$ cat src/acs_pkg.sv
package acs_pkg;
   function automatic int ceil_div(input int num, input int den);
      return (num + den - 1) / den;
   endfunction : ceil_div

   localparam int CLK_PERIOD_NS = 10;
   localparam int CLK_KHZ = 100000;
   localparam int SAR_CLK_KHZ = 4000;
   localparam int POWER_UP_TIME_NS = 1000;
   localparam int ACQUISITION_TIME_NS = 1400;
   localparam int CONVERSION_TIME_NS = 3700;
   localparam int POWER_UP_CYC = ceil_div(POWER_UP_TIME_NS, CLK_PERIOD_NS);
   localparam int ACQ_CYC = ceil_div(ACQUISITION_TIME_NS, CLK_PERIOD_NS);
   // Longest time, so it rounds down
   localparam int CONV_CYC = CONVERSION_TIME_NS / CLK_PERIOD_NS;
   localparam int SAR_DIV = CLK_KHZ / SAR_CLK_KHZ;
   localparam int RESULT_BITS = 10;
   localparam int PAD_BITS = 2;
   localparam int FIFO_DEPTH = 16;

   typedef enum logic [2:0] {
      ST_OFF,
      ST_TRACK,
      ST_SEL_LOW,
      ST_CONVERT,
      ST_STORE
   } acs_state_type;
endpackage : acs_pkg

$ cat src/acs_fifo_if.sv
`timescale 1ns/1ps
interface acs_fifo_if #(
   parameter int W = 10
);
   logic push_valid;
   logic push_ready;
   logic [W-1:0] push_data;
   logic pop_valid;
   logic pop_ready;
   logic [W-1:0] pop_data;

   modport user (
      output push_valid, push_data, pop_ready,
      input push_ready, pop_valid, pop_data
   );
   modport fifo (
      input push_valid, push_data, pop_ready,
      output push_ready, pop_valid, pop_data
   );
endinterface : acs_fifo_if

$ cat src/acs_fifo.sv
`timescale 1ns/1ps
module acs_fifo #(
   parameter int W = 10,
   parameter int DEPTH = 16
) (
   input wire logic clk_i,
   input wire logic arst_n_i,
   acs_fifo_if.fifo f
);
   // DEPTH must be a power of two so the pointers wrap by themselves
   localparam int AW = $clog2(DEPTH);
   localparam int CW = $clog2(DEPTH + 1);

   logic [W-1:0] mem_ff [DEPTH];
   logic [AW-1:0] wr_ptr_ff;
   logic [AW-1:0] rd_ptr_ff;
   logic [CW-1:0] cnt_ff;
   logic out_valid_ff;
   logic [W-1:0] out_ff;
   logic push;
   logic load;

   assign f.push_ready = (cnt_ff != CW'(DEPTH));
   assign push = f.push_valid && f.push_ready;
   assign load = (cnt_ff != '0) && (!out_valid_ff || f.pop_ready);
   assign f.pop_valid = out_valid_ff;
   assign f.pop_data = out_ff;

   always_ff @(posedge clk_i) begin
      if (push) begin
         mem_ff[wr_ptr_ff] <= f.push_data;
      end
   end

   always_ff @(posedge clk_i or negedge arst_n_i) begin
      if (!arst_n_i) begin
         wr_ptr_ff <= '0;
         rd_ptr_ff <= '0;
         cnt_ff <= '0;
      end else begin
         if (push) begin
            wr_ptr_ff <= wr_ptr_ff + AW'(1);
         end
         if (load) begin
            rd_ptr_ff <= rd_ptr_ff + AW'(1);
         end
         cnt_ff <= cnt_ff + CW'(push) - CW'(load);
      end
   end

   // Read data leave the memory through a register
   always_ff @(posedge clk_i or negedge arst_n_i) begin
      if (!arst_n_i) begin
         out_valid_ff <= 1'b0;
         out_ff <= '0;
      end else if (load) begin
         out_valid_ff <= 1'b1;
         out_ff <= mem_ff[rd_ptr_ff];
      end else if (f.pop_ready) begin
         out_valid_ff <= 1'b0;
      end
   end
endmodule : acs_fifo

$ cat src/acs_sequencer.sv
`timescale 1ns/1ps
// Contract
// RL1 - Strobe rise powers up the sampler and starts tracking the chosen input.
// RL2 - Strobe fall holds the sample and starts the conversion.
// RL3 - Host holds strobe high at least the acquisition time, 1.4 us minimum.
// RL4 - Power-up takes about 1 us, counted inside acquisition.
// RL5 - MSB is on the serial output within 3.7 us of strobe fall.
// RL6 - After conversion the device shuts down by itself.
// RL7 - Single rise from idle selects and tracks channel one.
// RL8 - High, low, high pulse pair (30 ns each) selects channel two.
// RL9 - Host clocks out all 12 positions before the next strobe rise.
// RL10 - Strobe rise before 12 positions were read forces channel two.
// RL11 - Frame is ten result bits MSB first, then two zeros, then release.
// RL12 - Each conversion makes a 10-bit result by successive approximation.
// RL13 - Strobe rise also drives the serial output low.
// RL14 - Output changes on falling serial clock; host samples on rising.
// RL15 - Approximation steps at 4 MHz, independent of the serial clock.
// RL16 - After the last position the serial output goes high impedance.
// RL17 - Host keeps strobe low and still during conversion.
// RL18 - Serial clock rising edges are counted since the end of conversion.
module acs_sequencer #(
   parameter int RB = acs_pkg::RESULT_BITS,
   parameter int DEPTH = acs_pkg::FIFO_DEPTH
) (
   input wire logic clk_i,
   input wire logic arst_n_i,
   input wire logic convert_strobe_i,
   input wire logic sclk_i,
   input wire logic cmp_above_i,
   output logic track_o,
   output logic hold_o,
   output logic chan_two_o,
   output logic power_up_o,
   output logic power_ready_o,
   output logic [acs_pkg::RESULT_BITS-1:0] dac_code_o,
   output logic dout_o,
   output logic dout_oe_o
);
   import acs_pkg::*;

   localparam int FB = RB + PAD_BITS;
   localparam int IW = $clog2(RB);
   localparam int FW = $clog2(FB + 1);
   localparam int DW = $clog2(SAR_DIV);
   localparam int AW = $clog2(ACQ_CYC + 1);
   localparam int PW = $clog2(POWER_UP_CYC + 1);
   localparam int CW = $clog2(CONV_CYC + 2);

   acs_fifo_if #(.W(RB)) fq ();

   acs_fifo #(.W(RB), .DEPTH(DEPTH)) u_fifo (
      .clk_i(clk_i),
      .arst_n_i(arst_n_i),
      .f(fq.fifo)
   );

   logic [2:0] cs_ff;
   logic [2:0] sck_ff;
   logic [1:0] cmp_ff;
   acs_state_type state_ff;
   acs_state_type nxt_state;
   logic chan_two_ff;
   logic [AW-1:0] acq_cnt_ff;
   logic [PW-1:0] pwr_cnt_ff;
   logic [DW-1:0] div_ff;
   logic [IW-1:0] idx_ff;
   logic [RB-1:0] sar_ff;
   logic [FB-1:0] sh_ff;
   logic [FW-1:0] frame_cnt_ff;
   logic dout_ff;
   logic oe_ff;
   logic rise_det;
   logic fall_det;
   logic sck_rise;
   logic sck_fall;
   logic tick;
   logic sar_done;
   logic incomplete;
   logic load;
   logic enter_conv;

   // Pins are asynchronous; bit 0 is read only by bit 1
   always_ff @(posedge clk_i or negedge arst_n_i) begin
      if (!arst_n_i) begin
         cs_ff <= '0;
         sck_ff <= '0;
         cmp_ff <= '0;
      end else begin
         cs_ff <= {cs_ff[1:0], convert_strobe_i};
         sck_ff <= {sck_ff[1:0], sclk_i};
         cmp_ff <= {cmp_ff[0], cmp_above_i};
      end
   end

   assign rise_det = cs_ff[1] && !cs_ff[2];
   assign fall_det = !cs_ff[1] && cs_ff[2];
   assign sck_rise = sck_ff[1] && !sck_ff[2];
   assign sck_fall = !sck_ff[1] && sck_ff[2];
   assign tick = (div_ff == DW'(SAR_DIV - 1));
   assign sar_done = (state_ff == ST_CONVERT) && tick && (idx_ff == '0);
   assign incomplete = (frame_cnt_ff != '0) || fq.pop_valid;
   assign enter_conv = (state_ff == ST_TRACK) && (nxt_state == ST_CONVERT);

   // While channel one is selected, a short high pulse before acquisition can have elapsed is a select pulse
   always_comb begin
      nxt_state = state_ff;
      case (state_ff)
         ST_OFF: begin
            if (rise_det) nxt_state = ST_TRACK; // RL1
         end
         ST_TRACK: begin
            if (fall_det) begin
               if (!chan_two_ff && (acq_cnt_ff < AW'(ACQ_CYC))) begin
                  nxt_state = ST_SEL_LOW; // RL8
               end else begin
                  nxt_state = ST_CONVERT; // RL2
               end
            end
         end
         ST_SEL_LOW: begin
            if (rise_det) nxt_state = ST_TRACK; // RL8
         end
         ST_CONVERT: begin
            if (sar_done) nxt_state = ST_STORE;
         end
         // Strobe edges here are ignored, the host must leave it alone
         ST_STORE: begin
            if (fq.push_ready) nxt_state = ST_OFF;
         end
         default: nxt_state = ST_OFF;
      endcase
   end

   always_ff @(posedge clk_i or negedge arst_n_i) begin
      if (!arst_n_i) begin
         state_ff <= ST_OFF;
      end else begin
         state_ff <= nxt_state;
      end
   end

   always_ff @(posedge clk_i or negedge arst_n_i) begin
      if (!arst_n_i) begin
         chan_two_ff <= 1'b0;
      end else if (rise_det && state_ff == ST_OFF) begin
         chan_two_ff <= incomplete; // RL7 RL10
      end else if (rise_det && state_ff == ST_SEL_LOW) begin
         chan_two_ff <= 1'b1; // RL8
      end
   end

   always_ff @(posedge clk_i or negedge arst_n_i) begin
      if (!arst_n_i) begin
         acq_cnt_ff <= '0;
      end else if (rise_det) begin
         acq_cnt_ff <= '0;
      end else if (state_ff == ST_TRACK && acq_cnt_ff != AW'(ACQ_CYC)) begin
         acq_cnt_ff <= acq_cnt_ff + AW'(1);
      end
   end

   // Power-up runs inside acquisition and ends with the conversion
   always_ff @(posedge clk_i or negedge arst_n_i) begin
      if (!arst_n_i) begin
         pwr_cnt_ff <= '0;
      end else if (state_ff == ST_OFF || state_ff == ST_STORE || sar_done) begin
         pwr_cnt_ff <= '0; // RL6
      end else if (pwr_cnt_ff != PW'(POWER_UP_CYC)) begin
         pwr_cnt_ff <= pwr_cnt_ff + PW'(1); // RL4
      end
   end

   // Divider restarts at hold so every conversion lasts the same
   always_ff @(posedge clk_i or negedge arst_n_i) begin
      if (!arst_n_i) begin
         div_ff <= '0;
         idx_ff <= '0;
         sar_ff <= '0;
      end else if (enter_conv) begin
         div_ff <= '0;
         idx_ff <= IW'(RB - 1);
         sar_ff <= {1'b1, {(RB - 1){1'b0}}}; // RL12
      end else if (state_ff == ST_CONVERT) begin
         div_ff <= tick ? '0 : div_ff + DW'(1); // RL15
         if (tick) begin
            if (!cmp_ff[1]) sar_ff[idx_ff] <= 1'b0; // RL12
            if (idx_ff != '0) begin
               sar_ff[idx_ff - IW'(1)] <= 1'b1;
               idx_ff <= idx_ff - IW'(1);
            end
         end
      end
   end

   assign fq.push_valid = (state_ff == ST_STORE);
   assign fq.push_data = sar_ff;
   assign fq.pop_ready = (frame_cnt_ff == '0) && !rise_det;
   assign load = fq.pop_valid && fq.pop_ready;

   always_ff @(posedge clk_i or negedge arst_n_i) begin
      if (!arst_n_i) begin
         sh_ff <= '0;
         frame_cnt_ff <= '0;
         dout_ff <= 1'b0;
         oe_ff <= 1'b0;
      end else if (rise_det) begin
         frame_cnt_ff <= '0;
         dout_ff <= 1'b0; // RL13
         oe_ff <= 1'b1;
      end else if (load) begin
         sh_ff <= {fq.pop_data, {PAD_BITS{1'b0}}}; // RL11
         frame_cnt_ff <= FW'(FB);
         dout_ff <= fq.pop_data[RB-1]; // RL5
         oe_ff <= 1'b1;
      end else if (frame_cnt_ff != '0) begin
         if (sck_rise) begin
            frame_cnt_ff <= frame_cnt_ff - FW'(1); // RL18
            if (frame_cnt_ff == FW'(1)) oe_ff <= 1'b0; // RL16
         end else if (sck_fall) begin
            sh_ff <= {sh_ff[FB-2:0], 1'b0};
            dout_ff <= sh_ff[FB-2]; // RL14
         end
      end
   end

   assign track_o = (state_ff == ST_TRACK);
   assign hold_o = (state_ff == ST_CONVERT);
   assign chan_two_o = chan_two_ff;
   assign power_up_o = (state_ff == ST_TRACK) || (state_ff == ST_SEL_LOW)
                       || (state_ff == ST_CONVERT);
   assign power_ready_o = (pwr_cnt_ff == PW'(POWER_UP_CYC));
   assign dac_code_o = sar_ff;
   assign dout_o = dout_ff;
   assign dout_oe_o = oe_ff;

   // Checking helpers: time from hold to MSB, length of approximation
   localparam int CONV_LIM = CONV_CYC;
   localparam int SAR_MIN = RB * SAR_DIV;
   logic [CW-1:0] conv_cnt_ff;
   logic conv_wait_ff;

   always_ff @(posedge clk_i or negedge arst_n_i) begin
      if (!arst_n_i) begin
         conv_cnt_ff <= '0;
         conv_wait_ff <= 1'b0;
      end else if (enter_conv) begin
         conv_cnt_ff <= '0;
         conv_wait_ff <= 1'b1;
      end else if (load || rise_det) begin
         conv_wait_ff <= 1'b0;
      end else if (conv_wait_ff && conv_cnt_ff != CW'(CONV_CYC + 1)) begin
         conv_cnt_ff <= conv_cnt_ff + CW'(1);
      end
   end
endmodule : acs_sequencer

$ cat config.mk
export PLATFORM = sky130hd
export DESIGN_NAME = acs_sequencer
export DESIGN_NICKNAME = d
export VERILOG_FILES = /design/src/acs_pkg.sv /design/src/acs_fifo_if.sv /design/src/acs_fifo.sv /design/src/acs_sequencer.sv
export SDC_FILE = /design/constraint.sdc
export NUM_CORES = 1
export LEC_CHECK = 0
export ABC_CLOCK_PERIOD_IN_PS = 2700
export CORE_MARGIN = 2
export CORE_UTILIZATION = 40
export DETAILED_ROUTE_END_ITERATION = 10
export DONT_BUFFER_PORTS = 1
export PLACE_DENSITY = 0.62
export SETUP_SLACK_MARGIN = 0.3
export SKIP_LAST_GASP = 1
export SLEW_MARGIN = 10
export SYNTH_ARGS = -nofsm -noshare
export SYNTH_HDL_FRONTEND = slang
export SYNTH_SLANG_ARGS = --single-unit
$ cat constraint.sdc
create_clock -name clk_i -period 2.7 [get_ports clk_i]
set_input_delay 0.27 -clock clk_i [delete_from_list [all_inputs] [get_ports clk_i]]
set_output_delay 0.27 -clock clk_i [all_outputs]
set_load 0.01 [all_outputs]
* After elaboration in Yosys (flattened, before gate mapping)
Memory sizes are Yosys's and may differ from the RTL's. A register that Yosys moved wholly into a read port is not among the register bits.
Cells that the tools add are included.
** Word-level totals
- Output and inout bits :: 17
- Bits of input ports :: 5
- Latch bits :: 0
- Logic and storage cells :: 160
- Bits in read-only memories :: 0
- RAM bits :: 160
- Memories :: 1
- Flip-flop bits (word level) :: 77
** Operators by class
- Multipliers :: 0
- Shifts and indexed selects :: 0
- Order comparisons :: 5
- Multiplexer cells :: 53
- Bitwise operators :: 4
- Div/mod/pow operators :: 0
- Equality and inequality tests :: 13
- Add/sub/neg operators :: 9
- Reduce and logical (&&, ||, !) cells :: 57
** Memories
- u_fifo.mem_ff :: depth 16, bits a word 10, read ports 1, clocked after Yosys merged registers in 1, write ports 1, RTL line acs_fifo.sv:14 : logic [W-1:0] mem_ff [DEPTH];
** Operator list (number)
- $mux 10 :: 8
- $mux 11 :: 4
- $mux 4 :: 8
- $mux 1 :: 19
- $reduce_bool 2->1 :: 9
- $logic_and 1x1->1 :: 17
- $mux 8 :: 2
- $mux 5 :: 3
- $mux 7 :: 2
- $mux 3 :: 4
- $pmux 3 s4 :: 1
- $reduce_bool 3->1 :: 4
- $and 10x10->10 :: 1
- $lt 4x5->1 const B :: 2
- $not 10->10 :: 1
- $or 10x10->10 :: 1
- $eq 3x2->1 const B :: 3
- $reduce_and 3->1 :: 3
- $add 4x1->4 const B :: 2
- $add 8x1->8 const B :: 1
- $demux 1 s4 :: 2
- $ge 4x1->1 const B :: 2
- $logic_not 1->1 :: 8
- $logic_not 4->1 :: 2
- 24 further kinds :: 32

* Logic depth before layout (Yosys ltp)
Gate-level depths: netlist of run 1.
- Word-level depth :: 15
- Mapped depth :: 13

* By module
A second synthesis of run 1 with hierarchy kept.
** Unflattened totals
- Cells, all modules :: 694
- Area total of the unflattened synthesis :: 10385.0 um2
** Modules (own cells, without submodules)
- acs_fifo :: instances 1, cells an instance 360, area an instance 7257.0 um2
- acs_sequencer :: instances 1, cells an instance 334, area an instance 3128.0 um2

* Worst setup path before layout of run 1
Ideal clock, no wire load.
- Kind :: register to register
- Start point :: register frame_cnt_ff[0]
- End point :: register u_fifo.cnt_ff[4]
- Cell stages (with the launch flop) :: 14
- Path slack :: -0.163 ns
- Arrival :: 2.740 ns
- Required time :: 2.577 ns
- Path through :: dfrtp_1 > inv_1 > ha_1 > or3b_4 > a211oi_4 > buf_2 > ha_1 > inv_1 > ha_1 > fa_1 > a21oi_1 > nor2_1 > nor2_1 > xnor2_1
** On the way
- Cells in the longest elaborated chain, start to end :: 5
** Ends and longest elaborated chain
- start, declared :: RTL line acs_sequencer.sv:69 : logic [FW-1:0] frame_cnt_ff;
- start signal, assigned :: RTL line acs_sequencer.sv:212 : frame_cnt_ff <= FW'(FB);
- start signal, assigned :: RTL line acs_sequencer.sv:217 : frame_cnt_ff <= frame_cnt_ff - FW'(1);
- $logic_not 4->1 :: RTL line acs_sequencer.sv:197 : assign fq.pop_ready = (frame_cnt_ff == '0) && !rise_det;
- $logic_and 1x1->1 :: RTL line acs_sequencer.sv:197
- $logic_or 1x1->1 :: RTL line acs_fifo.sv:25 : assign load = (cnt_ff != '0) && (!out_valid_ff || f.pop_ready);
- $logic_and 1x1->1 :: RTL line acs_fifo.sv:25
- named net u_fifo.load :: RTL line acs_fifo.sv:21 : logic load;
- $sub 5x1->5 :: RTL line acs_fifo.sv:47 : cnt_ff <= cnt_ff + CW'(push) - CW'(load);
- end signal, assigned :: RTL line acs_fifo.sv:47
- end, declared :: RTL line acs_fifo.sv:17 : logic [CW-1:0] cnt_ff;
The timed path passes the listed nets, and every way through them passes these cells.
A chain may end at the register's enable or synchronous reset.

* Final worst setup path of run 1
- Start point :: register frame_cnt_ff[1]
- End point :: register u_fifo.cnt_ff[4]
** On the way
- Cells in the longest elaborated chain, start to end :: 5
** Ends and longest elaborated chain (RTL line)
- $logic_not 4->1 :: acs_sequencer.sv:197
- $logic_and 1x1->1 :: acs_sequencer.sv:197
- $logic_or 1x1->1 :: acs_fifo.sv:25
- $logic_and 1x1->1 :: acs_fifo.sv:25
- $sub 5x1->5 :: acs_fifo.sv:47
No other way between the ends.

==> results of run 1 <==
==> sequential cells by signal (all words and copies together), names as in the netlist, 5 cells and up <==
| register | cells |
|---|---|
| dac_code_o | 10 |
| acq_cnt_ff | 8 |
| u_fifo.cnt_ff | 5 |
| sh_ff | 9 |
| u_fifo.f.pop_data | 10 |
| div_ff | 5 |
| pwr_cnt_ff | 7 |
| u_fifo.mem_ff | 160 |
==> worst paths after layout <==
check	from	endpoint	slack, ns	depth (start not counted)
max	frame_cnt_ff[1]$_DFFE_PN0P_	u_fifo.cnt_ff[4]$_DFF_PN0_	0.19	12
min	cmp_above_i	cmp_ff[0]$_DFF_PN0_	0.30	1
max reg2reg	frame_cnt_ff[1]$_DFFE_PN0P_	u_fifo.cnt_ff[4]$_DFF_PN0_	0.19	12
min reg2reg	cmp_ff[0]$_DFF_PN0_	cmp_ff[1]$_DFF_PN0_	0.35	0
max in group asynchronous	arst_n_i	acq_cnt_ff[2]$_DFFE_PN0P_	2.03	2
min in group asynchronous	arst_n_i	acq_cnt_ff[6]$_DFFE_PN0P_	0.32	2
==> placed cells by master (no fill, tap or decap), types with 3 or more instances in the layout <==
cell type	netlist	routed
a21oi_1	31	29
a21oi_2	1	3
a311oi_1	5	5
and2_1	17	15
and3_1	4	4
buf_12	0	3
buf_4	3	32
bufinv_16	0	5
clkbuf_1	6	6
clkbuf_16	0	26
clkbuf_8	0	4
clkinv_2	0	4
dfrtp_1	85	84
dlygate4sd3_1	0	4
edfxtp_1	160	160
ha_1	25	23
inv_1	21	18
inv_2	0	3
mux2_2	13	13
mux2i_1	12	12
mux4_2	40	40
nand2_1	32	31
nand2b_1	10	10
nand3_1	19	19
nand3b_1	3	3
nand4_1	5	5
nor2_1	45	45
nor3_1	10	10
o21ai_0	26	26
o22ai_1	22	22
xnor2_1	12	12
xor2_1	11	11
==> logic make-up after synthesis <==
family / Yosys count
buffers and inverters: 45
adders and majority gates: 26
xor gates and xnor gates: 23
muxes: 65
DFF: 245
and+or+nand+nor: 165
AOI/OAI and AO/OA: 98
==> layout make-up <==
cell class / count / area [µm²] / share of cell area
inverters: 21 / 78.8 / 0.00660
multi-input cells: 377 / 3220 / 0.269
clock buffers: 36 / 728 / 0.0610
flip-flops and latches: 245 / 6930 / 0.580
well taps: 330 / 413 / 0.0346
clock inverters: 12 / 199 / 0.0167
repair buffers: 41 / 379 / 0.0317
==> metal layers <==
| layer | routed length (µm) | vias to the layer above |
|---|---|---|
| met5 | 0 | - |
| met4 | 383 | 0 |
| met3 | 1100 | 30 |
| met2 | 10400 | 107 |
| met1 | 9310 | 2982 |
| li1 | - | 2618 |
==> what timing repair did <==
action,4_1_cts,5_1_grt
gates resized for setup,6,10
hold endpoints to repair,88,0
endpoints found under the setup margin,23,61
hold buffers,5,0
buffers inserted,6,6
pin swaps,6,11
cloned,0,0
==> power groups by stage <==
stage	logic [µW]	registers (µW)	clock network, µW
2_1_floorplan	524	4270	0
3_3_place_gp	616	4310	0
3_5_place_dp	669	4330	0
4_1_cts	745	4260	3860
5_1_grt	888	4280	4020
6_report	786	4260	3780
==> metrics by stage <==
step | hold WS (ns) | setup WS, ns
6_report | 0.300 | 0.188
5_1_grt | 0.290 | 0.119
4_1_cts | 0.279 | 0.173
3_5_place_dp | -0.0213 | 0.112
3_3_place_gp | -0.0210 | 0.222
2_1_floorplan | -0.0256 | 0.00516
==> critical path: cells and delay by family, from the launching register on <==
family	cells	cell delay [ns]
compound gates	2	0.37
flops	1	0.39
xor+xnor	1	0.14
buf+inv	2	0.12
fa+ha+maj	4	0.83
simple gates	3	0.57
==> impl_metrics.csv, run 1 <==
group,metric,value,unit
outcome,status,"completed",
synthesis,synth_area,10300,µm²
setup_path,endpoint_kind,"flip-flop",
cts,cts_root_buf,"clkbuf_16",
sta,rsz0062_at_grt,"true",
synthesis,synthTopCellsByCount,"edfxtp_1 (160), dfrtp_1 (85), nor2_1 (45), mux4_2 (40), nand2_1 (32)",
cts,clk_pin_slew_worst_paths,0.06,ns
synthesis,yosys.area_share.xor_xnor,0.0196,
synthesis,synth_warnings,0,
synthesis,synthFlopType,"edfxtp_1",
grt,grt_pass1_wl,34.0,mm
cts,cts_tree,"done",
synthesis,synth-async-reset-ratio,0.347,
pwr,p_seq_frac,0.483,
floorplan,fp.coreArea,25200,µm²
grt,busiest_layer,"met2",
synthesis,synth.avg_cell_area,15.4,µm²
grt,grt_max_degree,86,
worst_hold_path,hold_class,"in2reg",
pwr,switching_share,0.233,
finish,finish.utilization,0.474,
sta,max-slew-margin-rel,0.332,
finish,layout-drive-gt1-share,0.212,
routing,post_drt_wl_per_cell,19.9,µm
setup_path,worstPathArrival,2.96,ns
setup_path,max_stage_delay,0.40,ns
cts,htree_levels,1,
finish,fill_cells,2118,
grt,grt_pass1_vias,5871,
placed_design,dpl.hpwl,13.1,mm
placed_design,dp_cells,997,
cts,numCtsBuffers,26,
routing,routed_wl,21.2,mm
synthesis,synth_cells,667,
sta,fin_worst_skew,0.00896,ns
cts,cts.sinks,245,
routing,vias,5737,
placed_design,place_area,10800,µm²
synthesis,synth_top_family_by_area,"multiplexers",
synthesis,synth.area.mux_share,0.114,
sta,hold_violations,0,
sta,fin_crit,2.51,ns
synthesis,yosysUniqueCellTypes,55,
grt,gr-total-overflow,0,
sta,drv_slew,0,
synthesis,synthSimpleGateAreaFrac,0.0823,
setup_path,slowest_stage,"or3b_4",
sta,fin_crit_sh,0.930,
pwr,leakagePower,0.00481,µW
synthesis,ys_seq_area_frac,0.674,
synthesis,synth.ff_latch_count,245,
floorplan,initial_core_util,0.408,
sta,tns,0,ns
pwr,p_int,6770,µW
grt,grtUsageMet3,0.0313,
finish,syn_to_final_growth,16.2,%
routing,viasPerCell,5.40,
routing,drc,0,
sta,max_freq,398,MHz
routing,drt-initial-drc-count,476,
floorplan,fp.dieH,164,µm
synthesis,synth_fp_nets,698,
pwr,switchingPower,2060,µW
grt,met2_usage,0.270,
floorplan,io_pins,22,
placed_design,portBuffers,0,
synthesis,yosysTopAreaCell,"edfxtp_1",
setup_path,worstSetupStartpointType,"flip-flop",
cts,cts_max_path_buffers,3,
floorplan,die_x,164,µm
setup_path,crit_type,"reg2reg",
grt,antenna_found_initial,0,
synthesis,synth_compound_area_frac,0.0584,
placed_design,gp_congestion,0.792,
grt,use_met1,0.229,
routing,drt_pass1_iterations,4,
pwr,power,8820,µW
synthesis,synth_fa_ha_area_frac,0.0324,
sta,setup_viol,0,
setup_path,crit_path_cell_trace,"inv_2 > ha_4 > or3b_4 > a211oi_4 > ha_1 > inv_2 > ha_4 > fa_2 > a21oi_2 > nor2_1 > nor2_1 > xnor2_1",
floorplan,die_area,27000,µm²
setup_path,worst-path-max-fanout,2,
finish,finalNetCount,743,
finish,final_cell_area,11900,µm²
setup_path,required,3.15,ns
pwr,powerDensity,739,nW/µm²
synthesis,synth_edf_count,160,
floorplan,rows,58,
finish,antennaDiodeCount,0,
routing,ant_nets,0,
synthesis,synth.most_common_cell,"edfxtp_1",
grt,track_usage,0.165,
synthesis,ys_top_cells_by_area,"edfxtp_1 (47%), dfrtp_1 (21%), mux4_2 (8.8%)",
pwr,clkPwrFrac,0.428,
pwr,comb_power_share,0.089,
pwr,peakVddDrop,0.503,mV
flow_run,maxCapViolCount,0,
synthesis,yosysTopAreaCellShare,0.467,
finish,fin_cells,1062,
cts,insertion_delay,0.53,ns
sta,tightest_slew,1.00,ns
Note: power is estimated with default switching activity, not from simulation.
==> run 2: changes to the inputs <==
Settings changed: CTS_BUF_LIST set to sky130_fd_sc_hd__clkbuf_16.
==> impl_metrics.csv, run 2 (synthesized netlist as in run 1, its figures left out) <==
group,metric,value,unit
floorplan,fp.coreArea,25200,µm²
setup_path,endpoint_kind,"flip-flop",
routing,post_drt_wl_per_cell,20.0,µm
routing,drt_pass1_iterations,4,
finish,layout-drive-gt1-share,0.206,
floorplan,io_pins,22,
sta,max_freq,399,MHz
cts,insertion_delay,0.53,ns
worst_hold_path,hold_start,"cmp_above_i",
placed_design,portBuffers,0,
cts,clk_pin_slew_worst_paths,0.06,ns
setup_path,startpoint,"frame_cnt_ff[1]$_DFFE_PN0P_",
grt,antenna_found_initial,0,
pwr,switching_share,0.236,
grt,grt_pass1_vias,5891,
pwr,clkPwrFrac,0.419,
pwr,p_int,6630,µW
sta,drv_slew,0,
pwr,switchingPower,2050,µW
finish,finish.utilization,0.473,
outcome,status,"completed",
routing,drc,0,
pwr,comb_power_share,0.090,
routing,viasPerCell,5.42,
pwr,peakVddDrop,0.502,mV
worst_hold_path,hold_class,"in2reg",
cts,htree_levels,1,
setup_path,r2r_start,"frame_cnt_ff[1]$_DFFE_PN0P_",
sta,fin_crit,2.51,ns
worst_hold_path,hold_path_end,"cmp_ff[0]$_DFF_PN0_",
floorplan,fp.dieH,164,µm
setup_path,rr_worst_depth,12,
setup_path,worstSetupStartpointType,"flip-flop",
finish,top_register,"u_fifo.mem_ff",
sta,final.setup.worst_slack,0.192,ns
sta,tightest_slew,1.01,ns
sta,hold_violations,0,
sta,max-slew-margin-rel,0.323,
finish,antennaDiodeCount,0,
finish,syn_to_final_growth,15.8,%
grt,grt_pass1_wl,34.1,mm
cts,cts_tree,"done",
setup_path,max_stage_delay,0.40,ns
pwr,powerDensity,729,nW/µm²
cts,numCtsBuffers,26,
cts,cts_max_path_buffers,3,
grt,track_usage,0.165,
setup_path,crit_path_cell_trace,"inv_2 > ha_4 > or3b_4 > a211oi_4 > ha_1 > inv_2 > ha_4 > fa_2 > a21oi_2 > nor2_1 > nor2_1 > xnor2_1",
setup_path,required,3.15,ns
placed_design,dpl.hpwl,13.1,mm
placed_design,place_area,10800,µm²
sta,fin_worst_skew,0.0106,ns
finish,layout_common_cells,"edfxtp_1 (160), dfrtp_1 (84), nor2_1 (45)",
finish,layout_commonest_cell,"edfxtp_1",
cts,cts_root_buf,"clkbuf_16",
pwr,p_seq_frac,0.491,
routing,vias,5757,
finish,final_cell_area,11900,µm²
floorplan,die_area,27000,µm²
floorplan,initial_core_util,0.408,
routing,drt-initial-drc-count,485,
finish,largest_reg_flops,160,
grt,grt_max_degree,86,
placed_design,gp_congestion,0.792,
finish,finalNetCount,743,
routing,ant_nets,0,
setup_path,r2r-end,"u_fifo.cnt_ff[4]$_DFF_PN0_",
sta,hold_ws,0.300,ns
cts,cts.sinks,245,
sta,rsz0062_at_grt,"true",
placed_design,pre_cts_ws,0.112,ns
setup_path,crit_type,"reg2reg",
worst_hold_path,hold_depth,1,
routing,routed_wl,21.2,mm
pwr,leakagePower,0.00481,µW
setup_path,worst-path-max-fanout,2,
setup_path,ff2ff_setup_slack,0.19,ns
grt,gr-total-overflow,0,
sta,fin_crit_sh,0.929,
flow_run,maxCapViolCount,0,
sta,tns,0,ns
setup_path,worstPathArrival,2.95,ns
floorplan,die_x,164,µm
floorplan,rows,58,
setup_path,slowest_stage,"or3b_4",
sta,setup_viol,0,
-- run 2: area by class of cell --
cell class | instances | area (µm²)
timing repair buffer | 41 | 379
multi-input combinational | 377 | 3220
clock buffer | 26 | 651
inverter | 21 | 78.8
sequential | 245 | 6930
clock inverter | 22 | 236
tap | 330 | 413
fill | 2128 | 13300
-- run 2: metal layers --
| metal | global-route usage | share of wire | vias to the layer above |
|---|---|---|---|
| met5 | 0 | 0 | - |
| met4 | 0.0403 | 0.018 | 0 |
| met3 | 0.0313 | 0.054 | 30 |
| met2 | 0.273 | 0.49 | 122 |
| met1 | 0.228 | 0.43 | 2987 |
| li1 | - | - | 2618 |
-- run 2: through the flow --
| stage | cells | total power (µW) |
|---|---|---|
| final | 1062 | 8680 |
| after global routing | 1062 | 9050 |
| after CTS | 1056 | 8720 |
| after detailed placement | 997 | 5000 |
| after global placement | 997 | 4930 |
| after floorplan | 667 | 4800 |
-- run 2: power groups by stage --
stage	clock network (µW)	registers, µW	logic, µW
after global placement	0	4310	616
after global routing	3890	4280	888
after detailed placement	0	4330	669
after floorplan	0	4270	524
final	3640	4260	784
after CTS	3720	4260	745
-- run 2: worst max-delay path by stage --
stage                                             to  slack (ns)  cells after the start
after floorplan           u_fifo.cnt_ff[4]$_DFF_PN0_       0.005                     13
after global placement    u_fifo.cnt_ff[4]$_DFF_PN0_        0.22                     12
after detailed placement  u_fifo.cnt_ff[4]$_DFF_PN0_        0.11                     12
after CTS                 u_fifo.cnt_ff[4]$_DFF_PN0_        0.17                     12
after global routing      u_fifo.cnt_ff[4]$_DFF_PN0_        0.12                     12
final                     u_fifo.cnt_ff[4]$_DFF_PN0_        0.19                     12
-- run 2: timing repair --
action / in CTS / in global routing
endpoints found under the hold margin: 88 / 0
pin swaps: 6 / 11
setup buffers: 6 / 6
hold buffers: 5 / 0
gates resized for setup: 6 / 10
endpoints found under the setup margin: 23 / 62
-- run 2: worst max-delay path, delay by kind of cell, from the launching register on --
kind	cells	cell delay [ns]
flops	1	0.39
compound gates	2	0.37
fa+ha+maj	4	0.83
xor+xnor	1	0.14
buf+inv	2	0.12
simple gates	3	0.57
